$ cat src/shared/exec_regs.svh
// constants for the clear, decrement and call execution unit
// Functional notes
// - watchdog kick clears counter and prescaler
// - watchdog kick sets expiry and sleep flags
// - call pushes program counter plus one
// - call loads immediate and latch bits 4:3
// - call takes two cycles, flags untouched
// - invert complements register, updates null flag only
// - destination bit selects accumulator or register
// - clear writes zero, sets null flag
// - decrement subtracts one, updates null flag only
// - zero accumulator loads zero, sets null flag
// - decrement skip on zero inserts no-operation
`ifndef EXEC_REGS_SVH
`define EXEC_REGS_SVH
`define EXEC_DATA_W      8
`define EXEC_ADDR_W      7
`define EXEC_IMM_W       11
`define EXEC_PC_W        13
`define EXEC_LATCH_W     8
`define EXEC_LATCH_HI    4
`define EXEC_LATCH_LO    3
`define EXEC_STACK_DEPTH 8
`define EXEC_PTR_W       3
`define EXEC_ZERO_DATA   8'h00
`define EXEC_ONE_DATA    8'h01
`define EXEC_PC_STEP     13'h0001
`define EXEC_PC_RST      13'h0000
`define EXEC_ACC_RST     8'h00
`define EXEC_FLAG_RST    1'b1
`define EXEC_NULL_RST    1'b0
`endif

$ cat src/shared/exec_pkg.sv
// types for the clear, decrement and call execution unit
`include "exec_regs.svh"
package exec_pkg;
	typedef enum logic [2:0] {
		OP_OTHER       = 3'h0,
		OP_KICK        = 3'h1,
		OP_CALL        = 3'h2,
		OP_INVERT      = 3'h3,
		OP_CLEAR       = 3'h4,
		OP_DEC         = 3'h5,
		OP_ZERO_ACC    = 3'h6,
		OP_DEC_SKIP    = 3'h7
	} op_e;
	typedef enum logic [0:0] {
		ST_RUN    = 1'h0,
		ST_SECOND = 1'h1
	} state_e;
	typedef struct packed {
		op_e                      op;
		logic [`EXEC_ADDR_W-1:0]  addr;
		logic                     dest;
		logic [`EXEC_IMM_W-1:0]   imm;
	} instr_s;
	typedef struct packed {
		logic                     en;
		logic [`EXEC_ADDR_W-1:0]  addr;
		logic [`EXEC_DATA_W-1:0]  data;
	} file_wr_s;
	typedef struct packed {
		logic result_null;
		logic watchdog_expiry;
		logic sleep_entered;
	} flags_s;
endpackage : exec_pkg

$ cat src/hdl/return_stack.sv
// return address stack, head comes out of a register
`timescale 1ns/1ps
`include "exec_regs.svh"
module return_stack import exec_pkg::*; (
	input  wire logic                    clk,
	input  wire logic                    rstn,
	input  wire logic                    push,
	input  wire logic [`EXEC_PC_W-1:0]   push_data,
	output logic      [`EXEC_PC_W-1:0]   stack_head
);
	typedef struct packed {
		logic [`EXEC_STACK_DEPTH-1:0][`EXEC_PC_W-1:0] mem;
		logic [`EXEC_PTR_W-1:0]                      ptr;
		logic [`EXEC_PC_W-1:0]                       head;
	} stk_s;
	stk_s stk_reg;
	stk_s stk_next;

	// circular: a push beyond depth overwrites the oldest entry
	always_comb begin
		stk_next = stk_reg;
		if (push) begin
			stk_next.mem[stk_reg.ptr] = push_data;
			stk_next.ptr              = stk_reg.ptr + 3'h1;
			stk_next.head             = push_data;
		end
	end

	always_ff @(posedge clk or negedge rstn) begin
		if (!rstn) begin
			stk_reg <= '0;
		end else begin
			stk_reg <= stk_next;
		end
	end

	assign stack_head = stk_reg.head;
endmodule : return_stack

$ cat src/hdl/exec_unit.sv
// execution of watchdog kick, call, invert, clear and decrement instructions
`timescale 1ns/1ps
`include "exec_regs.svh"
module exec_unit import exec_pkg::*; (
	input  wire logic                      clk,
	input  wire logic                      rstn,
	input  wire logic                      issue_valid,
	input  wire instr_s                    instr,
	input  wire logic [`EXEC_DATA_W-1:0]   file_rdata,
	input  wire logic [`EXEC_LATCH_W-1:0]  pc_high_latch,
	output logic                           issue_ready,
	output file_wr_s                       file_wr,
	output logic      [`EXEC_DATA_W-1:0]   acc,
	output flags_s                         flags,
	output logic                           wdt_clear,
	output logic                           prescaler_clear,
	output logic      [`EXEC_PC_W-1:0]     pc,
	output logic                           skip_nop,
	output logic      [`EXEC_PC_W-1:0]     stack_head
);
	typedef struct packed {
		state_e                   state;
		logic                     skip2;
		logic [`EXEC_PC_W-1:0]    pc;
		logic [`EXEC_DATA_W-1:0]  acc;
		flags_s                   flags;
		file_wr_s                 fw;
		logic                     wdt_clr;
		logic                     psc_clr;
		logic                     push;
		logic [`EXEC_PC_W-1:0]    push_data;
		logic                     ready;
		logic                     nop;
	} exec_s;

	exec_s exec_reg;
	exec_s exec_next;

	wire logic accept = issue_valid && exec_reg.ready;

	always_comb begin
		logic [`EXEC_DATA_W-1:0] res;
		res       = `EXEC_ZERO_DATA;
		exec_next = exec_reg;
		exec_next.fw.en   = 1'b0;
		exec_next.wdt_clr = 1'b0;
		exec_next.psc_clr = 1'b0;
		exec_next.push    = 1'b0;
		exec_next.nop     = 1'b0;
		case (exec_reg.state)
			ST_RUN: begin
				if (issue_valid) begin
					exec_next.pc = exec_reg.pc + `EXEC_PC_STEP;
					case (instr.op)
						OP_KICK: begin
							exec_next.wdt_clr               = 1'b1;
							exec_next.psc_clr               = 1'b1;
							exec_next.flags.watchdog_expiry = 1'b1;
							exec_next.flags.sleep_entered   = 1'b1;
						end
						OP_CALL: begin
							exec_next.push      = 1'b1;
							exec_next.push_data = exec_reg.pc + `EXEC_PC_STEP;
							exec_next.pc        = {pc_high_latch[`EXEC_LATCH_HI:`EXEC_LATCH_LO],
								instr.imm};
							exec_next.state     = ST_SECOND;
							exec_next.skip2     = 1'b0;
						end
						OP_INVERT, OP_DEC, OP_DEC_SKIP: begin
							if (instr.op == OP_INVERT) begin
								res = ~file_rdata;
							end else begin
								res = file_rdata - `EXEC_ONE_DATA;
							end
							if (instr.dest) begin
								exec_next.fw.en   = 1'b1;
								exec_next.fw.addr = instr.addr;
								exec_next.fw.data = res;
							end else begin
								exec_next.acc = res;
							end
							if (instr.op != OP_DEC_SKIP) begin
								exec_next.flags.result_null = (res == `EXEC_ZERO_DATA);
							end else if (res == `EXEC_ZERO_DATA) begin
								exec_next.state = ST_SECOND;
								exec_next.skip2 = 1'b1;
							end
						end
						OP_CLEAR: begin
							exec_next.fw.en             = 1'b1;
							exec_next.fw.addr           = instr.addr;
							exec_next.fw.data           = `EXEC_ZERO_DATA;
							exec_next.flags.result_null = 1'b1;
						end
						OP_ZERO_ACC: begin
							exec_next.acc               = `EXEC_ZERO_DATA;
							exec_next.flags.result_null = 1'b1;
						end
						default: begin
						end
					endcase
				end
			end
			ST_SECOND: begin
				exec_next.state = ST_RUN;
				if (exec_reg.skip2) begin
					exec_next.nop = 1'b1;
					exec_next.pc  = exec_reg.pc + `EXEC_PC_STEP;
				end
			end
			default: begin
				exec_next.state = ST_RUN;
			end
		endcase
		exec_next.ready = (exec_next.state == ST_RUN);
	end

	always_ff @(posedge clk or negedge rstn) begin
		if (!rstn) begin
			exec_reg                       <= '0;
			exec_reg.state                 <= ST_RUN;
			exec_reg.pc                    <= `EXEC_PC_RST;
			exec_reg.acc                   <= `EXEC_ACC_RST;
			exec_reg.flags.result_null     <= `EXEC_NULL_RST;
			exec_reg.flags.watchdog_expiry <= `EXEC_FLAG_RST;
			exec_reg.flags.sleep_entered   <= `EXEC_FLAG_RST;
			exec_reg.ready                 <= 1'b1;
		end else begin
			exec_reg <= exec_next;
		end
	end

	return_stack return_stack_i (
		.clk        (clk),
		.rstn       (rstn),
		.push       (exec_reg.push),
		.push_data  (exec_reg.push_data),
		.stack_head (stack_head)
	);

	assign issue_ready     = exec_reg.ready;
	assign file_wr         = exec_reg.fw;
	assign acc             = exec_reg.acc;
	assign flags           = exec_reg.flags;
	assign wdt_clear       = exec_reg.wdt_clr;
	assign prescaler_clear = exec_reg.psc_clr;
	assign pc              = exec_reg.pc;
	assign skip_nop        = exec_reg.nop;
endmodule : exec_unit

$ cat config.mk
export PLATFORM = sky130hd
export DESIGN_NAME = exec_unit
export DESIGN_NICKNAME = d
export VERILOG_FILES = /design/src/shared/exec_pkg.sv /design/src/hdl/return_stack.sv /design/src/hdl/exec_unit.sv
export VERILOG_INCLUDE_DIRS = /design/src /design/src/shared
export SDC_FILE = /design/constraint.sdc
export NUM_CORES = 1
export LEC_CHECK = 0
export ABC_AREA = 1
export BUFFER_PORTS_ARGS = -buffer_cell sky130_fd_sc_hd__buf_2
export CAP_MARGIN = 20
export CORE_ASPECT_RATIO = 2
export CORE_MARGIN = 3
export CORE_UTILIZATION = 31
export DETAILED_ROUTE_END_ITERATION = 6
export GPL_TIMING_DRIVEN = 0
export MAX_ROUTING_LAYER = met4
export PLACE_DENSITY = 0.55
export SYNTH_ARGS = -nofsm -noshare
export SYNTH_HDL_FRONTEND = slang
export SYNTH_SLANG_ARGS = --single-unit
$ cat constraint.sdc
create_clock -name clk -period 1.5 [get_ports clk]
set_input_delay 0.15 -clock clk [delete_from_list [all_inputs] [get_ports clk]]
set_output_delay 0.15 -clock clk [all_outputs]
set_load 0.005 [all_outputs]
Yosys cells after proc, flatten, opt, wreduce, memory -nomap -nowiden
Cells that the tools add are included.
{ "totals": {"inputBits": 41, "romBits": 0, "mem_bits_rw": 0, "elab_cells": 71, "reg_bits": 71, "latchBits": 0, "memories": 0} }
{ "op_classes": {"eq_ne": 15, "mux": 23, "n_shift": 0, "n_addsub": 2, "n_reduce_logical": 13, "n_div": 0, "n_bitwise": 3, "n_mul": 0, "order_cmp": 0} }
{ "ops": {"columns": ["op", "n"], "rows": [
  ["2-to-1 mux 58 bit", 1],
  ["2-to-1 mux 8 bit", 5],
  ["2-to-1 mux 32 bit", 1],
  ["one-hot mux 16 bit (2 select lines)", 1],
  ["2-to-1 mux 13 bit", 2],
  ["one-hot mux 13 bit (2 select lines)", 1],
  ["2-to-1 mux 16 bit", 1],
  ["one-hot mux 8 bit (2 select lines)", 1],
  ["2-to-1 mux 14 bit", 1],
  ["inequality test 2 bit, second input constant", 7],
  ["adder 13 x 1 -> 13 bit, second input constant", 1],
  ["== test 3 bit, second input constant", 4],
  ["AND reduction 4 bit", 3],
  ["zero test 8 bit", 1],
  ["NOT 8 bit", 1],
  ["nonzero test 2 bit", 4],
  ["subtractor 8 x 1 -> 8 bit, second input constant", 1],
  ["== test 3 x 2 -> 1 bit, second input constant", 2],
  ["2-to-1 mux 2 bit", 3],
  ["AND reduction 5 bit", 1],
  ["one-hot mux 1 bit (2 select lines)", 2],
  ["one-hot mux 2 bit (2 select lines)", 1],
  ["== test 3 x 1 -> 1 bit, second input constant", 1],
  ["2-to-1 mux 1 bit", 3],
  ["other kinds (6)", 7]
]} }

Depth between registers and ports, before layout
Gate-level depths: netlist (run 1).
{ "depth": {"word_depth": 12, "ltp_mapped": 11} }

By module
A second synthesis (run 1) with hierarchy kept.
{ "unflattened": {"cells_unflattened": 464, "hier_area_um2": 3676.0} }
{ "by_module_without_submodules": {"columns": ["module", "area_each_um2", "seq_area_each_um2", "instances", "cells_each"], "rows": [
  ["exec_unit", 3181.8, 1427.6, 1, 409],
  ["return_stack", 494.2, 325.3, 1, 55]
]} }

Worst setup path after synthesis (run 1)
OpenSTA, ideal clock, no wires.
{ "synth_path": {"kind": "register -> register", "startpoint": "register, netlist name pc[0]", "endpoint": "register, netlist name pc[12]", "slack_ns": -0.065, "setup_time_ns": 0.116, "t_arrival_ns": 1.448, "path_stages_with_launch": 11, "required_time_ns": 1.384, "period_less_slack_ns": 1.565, "cell_sequence": "dfrtp_1 ha_1 nand2_1 nor2_1 nand3_1 nor2_1 nand2_1 xor2_1 o21ai_0 nand2_1 nand2_1"} }
{ "synth_between": {"elab_chain_cells": 4, "word_cells_on_any_way": 5} }
{ "synth_lines": {"columns": ["element", "line", "rtl"], "rows": [
  ["adder 13 x 1 -> 13 bit (no source line) *", null, null],
  ["2-to-1 mux 13 bit", "exec_unit.sv:54", "case (instr.op)"],
  ["2-to-1 mux 58 bit", "exec_unit.sv:52", "if (issue_valid) begin"],
  ["one-hot mux 13 bit (2 select lines) *", "exec_unit.sv:50", "case (exec_reg.state)"]
]} }
Mark *: on every way between the ends. The rest lies on a longest branch, timed or not. The select of a mux whose other input is x is not followed.
A chain may end at the register's enable or synchronous reset.

Worst setup path in the final report (run 1)
{ "layout_path": {"startpoint": "register, netlist name pc[1]", "endpoint": "register, netlist name pc[12]"} }
{ "layout_between": {"elab_chain_cells": 4, "word_cells_on_any_way": 5} }
{ "layout_lines": {"columns": ["element", "line"], "rows": [
  ["adder 13 x 1 -> 13 bit (no source line) *", null],
  ["2-to-1 mux 13 bit", "exec_unit.sv:54"],
  ["2-to-1 mux 58 bit", "exec_unit.sv:52"],
  ["one-hot mux 13 bit (2 select lines) *", "exec_unit.sv:50"]
]} }
Marks and branches as above.

==> summary.txt, run 1 <==
Die
  • Ports: 98
  • Core Area: 11300 um2
  • Die extent in x: 82.1 um
  • Initial core utilization: 0.318
  • Die area: 13000 um2
  • Die Height: 158 um
  • Row count: 55

Final layout
  • Fin util: 0.442
  • P&R area growth vs syn: 39.1%
  • Fillers: 1187
  • Antenna diode count: 0
  • Layout cells sized above 1: 0.429
  • Most frequent cells in the layout: nand2_1, buf_2, dfrtp_1, buf_4, inv_1
  • Final nets: 591
  • Commonest non-fill, non-tap cell in the layout: nand2_1

Global route
  • Total grt overflow: 0
  • Initial antenna violation count: 0
  • First-pass GRT wire length: 15000 um
  • Vias in the first global route: around 3100
  • Pin count of the biggest net entering global routing: 71
  • GRT Total Usage: 0.161

Timing
  • Max-slew violations: 0
  • Fin Clk Skew: 0.00647 ns
  • Minimum clock period: 1.58 ns
  • Final Cycle Share: 1.06
  • Final worst slack: -0.0835 ns
  • Relative slew slack: 0.411
  • WHS: 0.0149 ns
  • Final Hold Viols: 0
  • Setup violators final: 4
  • RSZ-0062 raised after global routing: yes
  • Fmax: 0.631 GHz
  • Slew @ Worst Pin: roughly 0.88 ns

Pwr
  • P_leak: approximately 2.6 nW
  • Pwr Density: 1270 nW/um2
  • Worst VDD drop: 0.000673 V
  • Sw power: 0.00173 W
  • Net Sw Frac: 0.274
  • Total chip power: 0.00632 W
  • Int Pwr: 0.00459 W
  • Flop pwr share: 0.389
  • Comb power frac: 0.253
  • Clock Power Share: 0.358

Critical path
  • Crit. Startpoint: pc[1]
  • CP max stage cell: dfrtp_1
  • Crit path cell chain: ha_2, nand2_2, nor2_4, nand3_4, nor2_4, nand2_1, xor2_1, o21ai_1, nand2_1, nand2_1
  • RR Startpoint: pc[1]
  • Critical Path Start Type: register
  • Worst path bufs/invs: 0
  • Crit-path leading delay family: simple AND/OR/NAND/NOR gates
  • CP peak stage delay: 0.39 ns
  • Worst-path maximum fanout: 3
  • Worst EP required: 1.72 ns
  • Worst path most repeated cell: nand2_1
  • Critical Path Sink Type: register
  • Data arrival time of the worst path: 1.80 ns
  • Worst setup path category: reg2reg

Placed design
  • Final HPWL DP: 7310 um
  • PortBufs: 89
  • Routability cong.: approximately 0.82

Synthesis
  • Leading area contributor after synthesis: dfrtp_1
  • Share of the synthesized area in the top cell type: 0.481
  • Synth area leaders: dfrtp_1, nand2_1, buf_4
  • Sequential share of the synthesized area: 0.489
  • Fraction of registers with async set/reset: 1.00
  • Most used DFF post-synth: dfrtp_1
  • #FFs+latches synth: 70
  • Post-synthesis cell type count: 33
  • Post-Syn Area: 3590 um2
  • Syn Area/Cell: approximately 8.5 um2
  • Count of warnings emitted by yosys: 0
  • Post-synth EDFFs: 0
  • Syn Inst Count: approximately 420

Drt
  • Final WL: 9520 um
  • # DRC: 0
  • Pre-antenna DRT Iters: 4
  • Vias/cell: 4.55
  • Routed via count: about 3200
  • Final ANT Viol Nets: 0
  • Initial DRC Count: 89
  • Routed wire per std cell: between 10 and 15 um

CTS
  • Clock tree buffer depth: 2
  • Worst-path clk slew: 0.06 ns
  • Num CTS Buffers: 9
  • Clock sinks: 70
  • H-tree Lvls: 3
  • Later-pin clock latency in the skew report: 0.33 ns
  • CTS tree: done
  • Clock Tree Root: clkbuf_16

Worst hold path
  • Hold WC Path Type: in2reg
  • Hold Startpoint: instr[18]

Run
  • Max-cap viol count: 0

Outcome
  • Status: finished with violations
  • Violated checks: negative setup slack
synth_stat cells (2+ instances only):
cell and number:
a21oi_1 10, buf_2 6, buf_4 41, nor2_2 2, xor2_1 9, ha_1 2
nand3_1 16, nand3_2 2, o22ai_1 8, o21ai_0 46, nor3_1 3, o211ai_1 2
dfrtp_1 69, inv_2 4, mux2_2 13, inv_1 44, o21ai_1 3, nor2_1 21
nand2_1 107
kinds of logic (layout without fill, tap and decap cells):
group	Yosys count	after routing	share of synthesized area
other	1	2	0.00105
adders and majority gates	2	2	0.00697
muxes	13	13	0.0408
DFF	70	70	0.489
AOI/OAI and AO/OA	72	72	0.109
buffers and inverters	99	228	0.149
xor gates and xnor gates	10	10	0.0244
and+or+nand+nor	155	155	0.180
tightest hold or removal path, cell delays in order:
cell	delay [ns]
buf_2	0.08
nand2_1	0.04
nand2_1	0.05
timing repair:
action,4_1_cts,5_1_grt
hold buffers,1,0
cloned,0,2
setup endpoints to repair,50,41
setup buffers,13,9
gates resized for setup,29,56
hold endpoints to repair,69,0
pin swaps,6,8
per-stage QoR:
step | setup slack (ns) | TNS [ns] | std cells | instance area [um2]
6_report | -0.0835 | -0.246 | 694 | 4990
5_1_grt | -0.177 | -1.43 | 694 | 4990
4_1_cts | -0.0873 | -0.275 | 683 | 4760
3_5_place_dp | -0.399 | -12.28 | 654 | 4230
3_3_place_gp | -0.347 | -19.53 | 654 | 4220
2_1_floorplan | 0.00461 | 0 | 423 | 3600
routing by layer:
layer  vias to the layer above  GRT usage  wire length (um)
li1                       1564          -                 -
met1                      1471      0.144              3040
met2                        92      0.298              5620
met3                        30     0.0290               397
met4                         0     0.0975               454
met5                         -          -                 0
final cells by class:
type | instances | area, um2 | area share
sequential | 70 | 1760 | 0.352
multi-input combinational | 254 | 1450 | 0.291
timing repair buffer | 114 | 686 | 0.137
buffer | 50 | 392 | 0.0785
clock buffer | 10 | 239 | 0.0479
inverter | 49 | 201 | 0.0404
tap | 142 | 178 | 0.0356
clock inverter | 5 | 83.8 | 0.0168
power by group through the flow:
stage	Combinational [W]	Clock [W]	Sequential, W
2_1_floorplan	0.000837	0	0.00244
3_3_place_gp	0.00133	0	0.00248
5_1_grt	0.00178	0.00241	0.00251
6_report	0.00160	0.00227	0.00246
3_5_place_dp	0.00135	0	0.00250
4_1_cts	0.00150	0.00232	0.00246
worst paths after layout:
path,depth (start not counted),slack [ns],to
worst max-delay path,10,-0.08,pc[12]
worst min register to register,2,0.48,exec_reg[12]
worst min-delay path,3,0.01,file_wr[14]
worst max register to register,10,-0.08,pc[12]
min in group asynchronous,2,0.47,file_wr[0]
max in group asynchronous,2,0.37,exec_reg[59]
No activity file was read; power rests on OpenSTA's default activity.
==> run 2, diff against run 1 <==
--- a/config.mk
+++ b/config.mk
@@ -16,6 +16,7 @@
 export GPL_TIMING_DRIVEN = 0
 export MAX_ROUTING_LAYER = met4
 export PLACE_DENSITY = 0.55
+export SKIP_LAST_GASP = 1
 export SYNTH_ARGS = -nofsm -noshare
 export SYNTH_HDL_FRONTEND = slang
 export SYNTH_SLANG_ARGS = --single-unit
==> summary.txt, run 2 (synthesis gave the netlist of run 1 again) <==
Global route
  • Initial antenna violation count: 0
  • Vias in the first global route: approximately 3100
  • GRT Total Usage: 0.161
  • Pin count of the biggest net entering global routing: 71
  • First-pass GRT wire length: 15000 um
  • Total grt overflow: 0

Placed design
  • Final HPWL DP: between 7000 and 8000 um
  • Setup slack after placement: -0.399 ns
  • Routability cong.: roughly 0.82
  • PortBufs: 89
  • Post-DP Area: 4230 um2

Drt
  • Routed wire per std cell: 13.7 um
  • Vias/cell: 4.56
  • Final WL: about 9500 um
  • # DRC: 0
  • Pre-antenna DRT Iters: 4
  • Initial DRC Count: 84
  • Final ANT Viol Nets: 0
  • Max layer used: met4
  • M1 WL: slightly above 3000 um
  • Routed via count: 3165
  • Met3 WL: 379 um
  • Met2 wire length: 5650 um

Timing
  • Relative slew slack: 0.412
  • Fin Clk Skew: between 0.005 and 0.006 ns
  • Setup violators final: 6
  • Minimum clock period: between 1.5 and 2 ns
  • TNS Setup: -0.416 ns
  • Final Hold Viols: 0
  • Fmax: 0.620 GHz
  • Final worst slack: -0.112 ns
  • WHS: about 0.021 ns
  • Slew @ Worst Pin: 0.881 ns
  • Final Cycle Share: 1.07
  • RSZ-0062 raised after global routing: yes
  • Max-slew violations: 0

Worst hold path
  • Hold WC Path Type: in2reg
  • Hold Path Depth: 3
  • Hold Path End: file_wr[14]
  • Hold Startpoint: instr[18]

Critical path
  • Crit-path leading delay family: simple AND/OR/NAND/NOR gates
  • Worst setup path category: reg2reg
  • CP peak stage delay: 0.39 ns
  • Flop-to-flop setup slack: -0.11 ns
  • Crit path cell chain: ha_2, nand2_2, nor2_4, nand3_4, nor2_4, nand2_1, xor2_1, o21ai_1, nand2_1, nand2_1
  • Critical Path Start Type: register
  • Critical Path Sink Type: register
  • Worst path most repeated cell: nand2_1
  • Worst path bufs/invs: 0
  • Data arrival time of the worst path: 1.83 ns
  • Worst reg2reg endpoint: pc[12]
  • Worst r2r path cells: 10
  • Worst-path maximum fanout: 3
  • RR Startpoint: pc[1]
  • CP max stage cell: dfrtp_1
  • Worst EP required: between 1.5 and 2 ns

Final layout
  • Layout cells sized above 1: 0.415
  • Final nets: between 500 and 600
  • Finished Cell Area: 4910 um2
  • Sequential Area: ~1800 um2
  • P&R area growth vs syn: 37.0%
  • Footprint of the multi-input gates: 1430 um2
  • Commonest non-fill, non-tap cell in the layout: nand2_1
  • Antenna diode count: 0
  • Most frequent cells in the layout: nand2_1, buf_2, dfrtp_1, buf_4, inv_1
  • Fillers: roughly 1200

Outcome
  • Status: finished with violations
  • Violated checks: negative setup slack

CTS
  • Clock Tree Root: clkbuf_16
  • CTS tree: done
  • Clock tree buffer depth: 2
  • Num CTS Buffers: 9
  • Clock sinks: 70
  • Later-pin clock latency in the skew report: 0.33 ns
  • Worst-path clk slew: 0.06 ns
  • H-tree Lvls: 3

Die
  • Die area: about 13000 um2
  • Die extent in x: 82.1 um
  • Initial core utilization: 0.318
  • Row count: 55
  • Ports: a little under 100
  • Die Height: ~160 um
  • Core Area: 11300 um2

Pwr
  • P_leak: 2.61 nW
  • Worst VDD drop: 0.000668 V
  • Pwr Density: 1280 nW/um2

Run
  • Max-cap viol count: 0
[run 2: cell types whose count changed in the layout (fill, tap and decap cells not counted), moves of 3 or more]
cell and change:
o21ai_0 +5, o21ai_1 -3, buf_4 +3, nand2_2 -8, nand2_1 +9
[run 2: cell type report]
| cell class | instances | share of cell area |
|---|---|---|
| flip-flops and latches | 70 | 0.358 |
| multi-input cells | 254 | 0.291 |
| repair buffers | 115 | 0.135 |
| plain buffers | 49 | 0.0754 |
| clock buffers | 10 | 0.0486 |
| inverters | 49 | 0.0390 |
| well taps | 142 | 0.0362 |
| clock inverters | 5 | 0.0171 |
[run 2: what timing repair did]
item / 4_1_cts / 5_1_grt
setup buffers: 13 / 12
endpoints found under the setup margin: 50 / 41
hold buffers: 1 / 0
cloned: 0 / 1
gates resized for setup: 27 / 32
endpoints found under the hold margin: 69 / 0
pin swaps: 6 / 9
[run 2: worst min-delay path, stage by stage]
cell and delay [ns]:
buf_2 0.08, nand2_1 0.04, nand2_1 0.05
[run 2: how the worst max path moves through the flow]
stage / start / to / slack (ns) / cells past startpoint
finish: pc[1] / pc[12] / -0.11 / 10
global route: pc[1] / pc[12] / -0.21 / 10
CTS: pc[1] / pc[12] / -0.11 / 10
detailed placement: exec_reg[59] / file_wr[0] / -0.40 / 5
global placement: exec_reg[59] / file_wr[5] / -0.35 / 7
floorplan: pc[0] / pc[12] / 0.005 / 10
[run 2: routing by layer]
metal,global-route usage,vias up
met5,-,-
met4,0.0975,0
met3,0.0290,28
met2,0.298,86
met1,0.144,1486
li1,-,1565
[run 2: power by group]
part / leakage [nW] / internal, W / switching [W]
Sequential: 0.905 / 0.00224 / 0.000217
Clock: 0.151 / 0.00149 / 0.000766
Combinational: 1.55 / 0.000853 / 0.000730
Total: 2.61 / 0.00458 / 0.00171
[run 2: per-stage QoR]
step           utilization  std cells  total power [W]
2_1_floorplan            -        423          0.00328
3_3_place_gp         0.374        654          0.00381
3_5_place_dp         0.375        654          0.00385
4_1_cts              0.422        683          0.00628
5_1_grt              0.435        694          0.00667
6_report             0.435        694          0.00629
==> run 3, diff against run 2 <==
--- a/config.mk
+++ b/config.mk
@@ -6,14 +6,12 @@
 export SDC_FILE = /design/constraint.sdc
 export NUM_CORES = 1
 export LEC_CHECK = 0
-export ABC_AREA = 1
 export BUFFER_PORTS_ARGS = -buffer_cell sky130_fd_sc_hd__buf_2
 export CAP_MARGIN = 20
 export CORE_ASPECT_RATIO = 2
 export CORE_MARGIN = 3
 export CORE_UTILIZATION = 31
 export DETAILED_ROUTE_END_ITERATION = 6
-export GPL_TIMING_DRIVEN = 0
 export MAX_ROUTING_LAYER = met4
 export PLACE_DENSITY = 0.55
 export SKIP_LAST_GASP = 1
==> summary.txt, run 3 <==
Outcome
  • Status: finished with violations
  • Violated checks: negative setup slack

Global route
  • Pin count of the biggest net entering global routing: 25
  • First-pass GRT wire length: 15600 um
  • GRT Total Usage: 0.166
  • Vias in the first global route: 3115
  • Total grt overflow: 0
  • Initial antenna violation count: 0

Synthesis
  • Post-synthesis cell type count: 46
  • Synth area leaders: dfrtp_1, buf_4, mux2_2
  • Leading area contributor after synthesis: dfrtp_1
  • Syn Inst Count: 353
  • Fraction of registers with async set/reset: 1.00
  • Sequential share of the synthesized area: 0.487
  • Syn Area/Cell: 10.2 um2
  • Share of the synthesized area in the top cell type: 0.480
  • Post-synth EDFFs: 0
  • Most used DFF post-synth: dfrtp_1
  • Count of warnings emitted by yosys: 0
  • Top-count cell post-synth: dfrtp_1
  • Post-Syn Area: 3600 um2
  • #FFs+latches synth: 70
  • Synth cell count leaders: dfrtp_1, buf_4, nand2_1, nor2_1, o21ai_0

Final layout
  • Final nets: 504
  • P&R area growth vs syn: 36.0%
  • Antenna diode count: 0
  • Fillers: 1143
  • Fin util: 0.431
  • Finished Cell Area: 4890 um2
  • Most frequent cells in the layout: buf_2, dfrtp_1, buf_4, nand2_1, nor2_1
  • Commonest non-fill, non-tap cell in the layout: buf_2
  • Layout cells sized above 1: 0.461

CTS
  • Clock Tree Root: clkbuf_16
  • CTS tree: done
  • Later-pin clock latency in the skew report: 0.33 ns
  • Clock tree buffer depth: 2
  • Clock sinks: 70
  • H-tree Lvls: 3
  • Worst-path clk slew: 0.06 ns
  • Num CTS Buffers: 9

Drt
  • Final WL: 10000 um
  • Final ANT Viol Nets: 0
  • Pre-antenna DRT Iters: 4
  • Routed wire per std cell: between 15 and 20 um
  • Routed via count: 2954
  • # DRC: 0
  • Vias/cell: 4.86
  • Initial DRC Count: 84

Timing
  • Fmax: 0.650 GHz
  • Fin Clk Skew: 0.00717 ns
  • RSZ-0062 raised after global routing: yes
  • Final Cycle Share: 1.03
  • Setup violators final: 10
  • Max-slew violations: 0
  • Final Hold Viols: 0
  • WHS: 0.0487 ns
  • Minimum clock period: 1.54 ns
  • Final worst slack: -0.0385 ns

Die
  • Initial core utilization: 0.317
  • Ports: 98
  • Die Height: approximately 160 um
  • Die extent in x: 82.2 um
  • Core Area: 11400 um2
  • Die area: 13000 um2
  • Row count: 55

Critical path
  • Critical Path Start Type: register
  • Worst-path maximum fanout: 7
  • Flop-to-flop setup slack: -0.04 ns
  • Worst r2r path cells: 6
  • Worst setup path category: reg2reg
  • RR Startpoint: exec_reg[59]
  • Data arrival time of the worst path: between 1.5 and 2 ns
  • Critical Path Sink Type: register
  • Worst reg2reg endpoint: file_wr[12]
  • Worst EP required: ~1.7 ns

Worst hold path
  • Hold WC Path Type: in2reg
  • Hold Startpoint: instr[17]
  • Hold Path End: file_wr[13]
  • Hold Path Depth: 2

Placed design
  • Routability cong.: between 0.9 and 1
  • Setup slack after placement: -0.361 ns
  • PortBufs: 89
  • Final HPWL DP: 7730 um
  • Post-DP Area: 4420 um2

Pwr
  • P_leak: 2.34 nW
  • Worst VDD drop: 0.000670 V
  • Pwr Density: 1350 nW/um2
  • Total chip power: 0.00662 W

Run
  • Max-cap viol count: 0
==> run 3: cell types whose count changed after synthesis, sizes merged, moves of 5 or more <==
| cell | change |
|---|---|
| o21ai | -23 |
| nor3b | +5 |
| mux2 | +7 |
| a22o | +16 |
| nand3 | -7 |
| inv | -44 |
| clkbuf | +7 |
| nand2 | -81 |
==> run 3: final cells by class <==
type                    instances  area, um2  area share
clock buffers                  11        243      0.0496
flip-flops and latches         70       1750       0.358
inverters                       4       40.0     0.00819
clock inverters                 5        106      0.0217
multi-input cells             222       1570       0.322
repair buffers                154        998       0.204
well taps                     142        178      0.0363
==> run 3: how the worst max path moves through the flow <==
| stage | from | to | slack (ns) |
|---|---|---|---|
| 3_5_place_dp | file_rdata[1] | flags[2] | -0.36 |
| 2_1_floorplan | file_rdata[1] | flags[2] | -0.1 |
| 3_3_place_gp | file_rdata[1] | issue_ready | -0.33 |
| 4_1_cts | exec_reg[59] | file_wr[12] | -0.03 |
| 6_report | exec_reg[59] | file_wr[12] | -0.04 |
| 5_1_grt | exec_reg[59] | file_wr[12] | -0.12 |
==> run 3: critical path, stage by stage, from the launching register on <==
cell      delay (ns)
dfrtp_1         0.38
nand2b_4        0.15
buf_6           0.12
nor2_4          0.07
nand3b_1        0.19
buf_6           0.21
mux2_4          0.30
==> run 3: metal layers <==
| metal | vias to the layer above | wire [um] | GRT usage |
|---|---|---|---|
| met3 | 12 | 442 | 0.0368 |
| met4 | 0 | 214 | 0.0642 |
| li1 | 1413 | - | - |
| met2 | 82 | 5880 | 0.316 |
| met1 | 1447 | 3510 | 0.155 |
| met5 | - | 0 | - |
==> run 3: metrics by stage <==
stage,TNS [ns],std cells
floorplan,-0.395,354
global placement,-2.59,588
detailed placement,-3.01,588
CTS,-0.0257,607
global route,-1.68,608
finish,-0.0961,608
==> run 3: kinds of logic (layout without fill, tap and decap cells) <==
logic type	Yosys count	in the layout	synth area share
adders and majority gates	2	2	0.00696
buffers and inverters	62	174	0.110
and+or+nand+nor	103	103	0.146
xor gates and xnor gates	15	15	0.0365
AOI/OAI and AO/OA	79	79	0.146
muxes	21	21	0.0654
DFF	70	70	0.487
other	1	2	0.00104
==> run 3: timing repair <==
action	CTS	global route
gates resized for setup	8	17
cloned	1	0
setup endpoints to repair	9	38
buffers inserted	1	1
pin swaps	4	8
hold buffers	1	0
hold endpoints to repair	14	0
==> run 3: power breakdown <==
| part | switching, W | internal (W) | total (W) |
|---|---|---|---|
| Sequential | 0.000231 | 0.00232 | 0.00255 |
| Clock | 0.000806 | 0.00167 | 0.00248 |
| Combinational | 0.000749 | 0.000844 | 0.00159 |
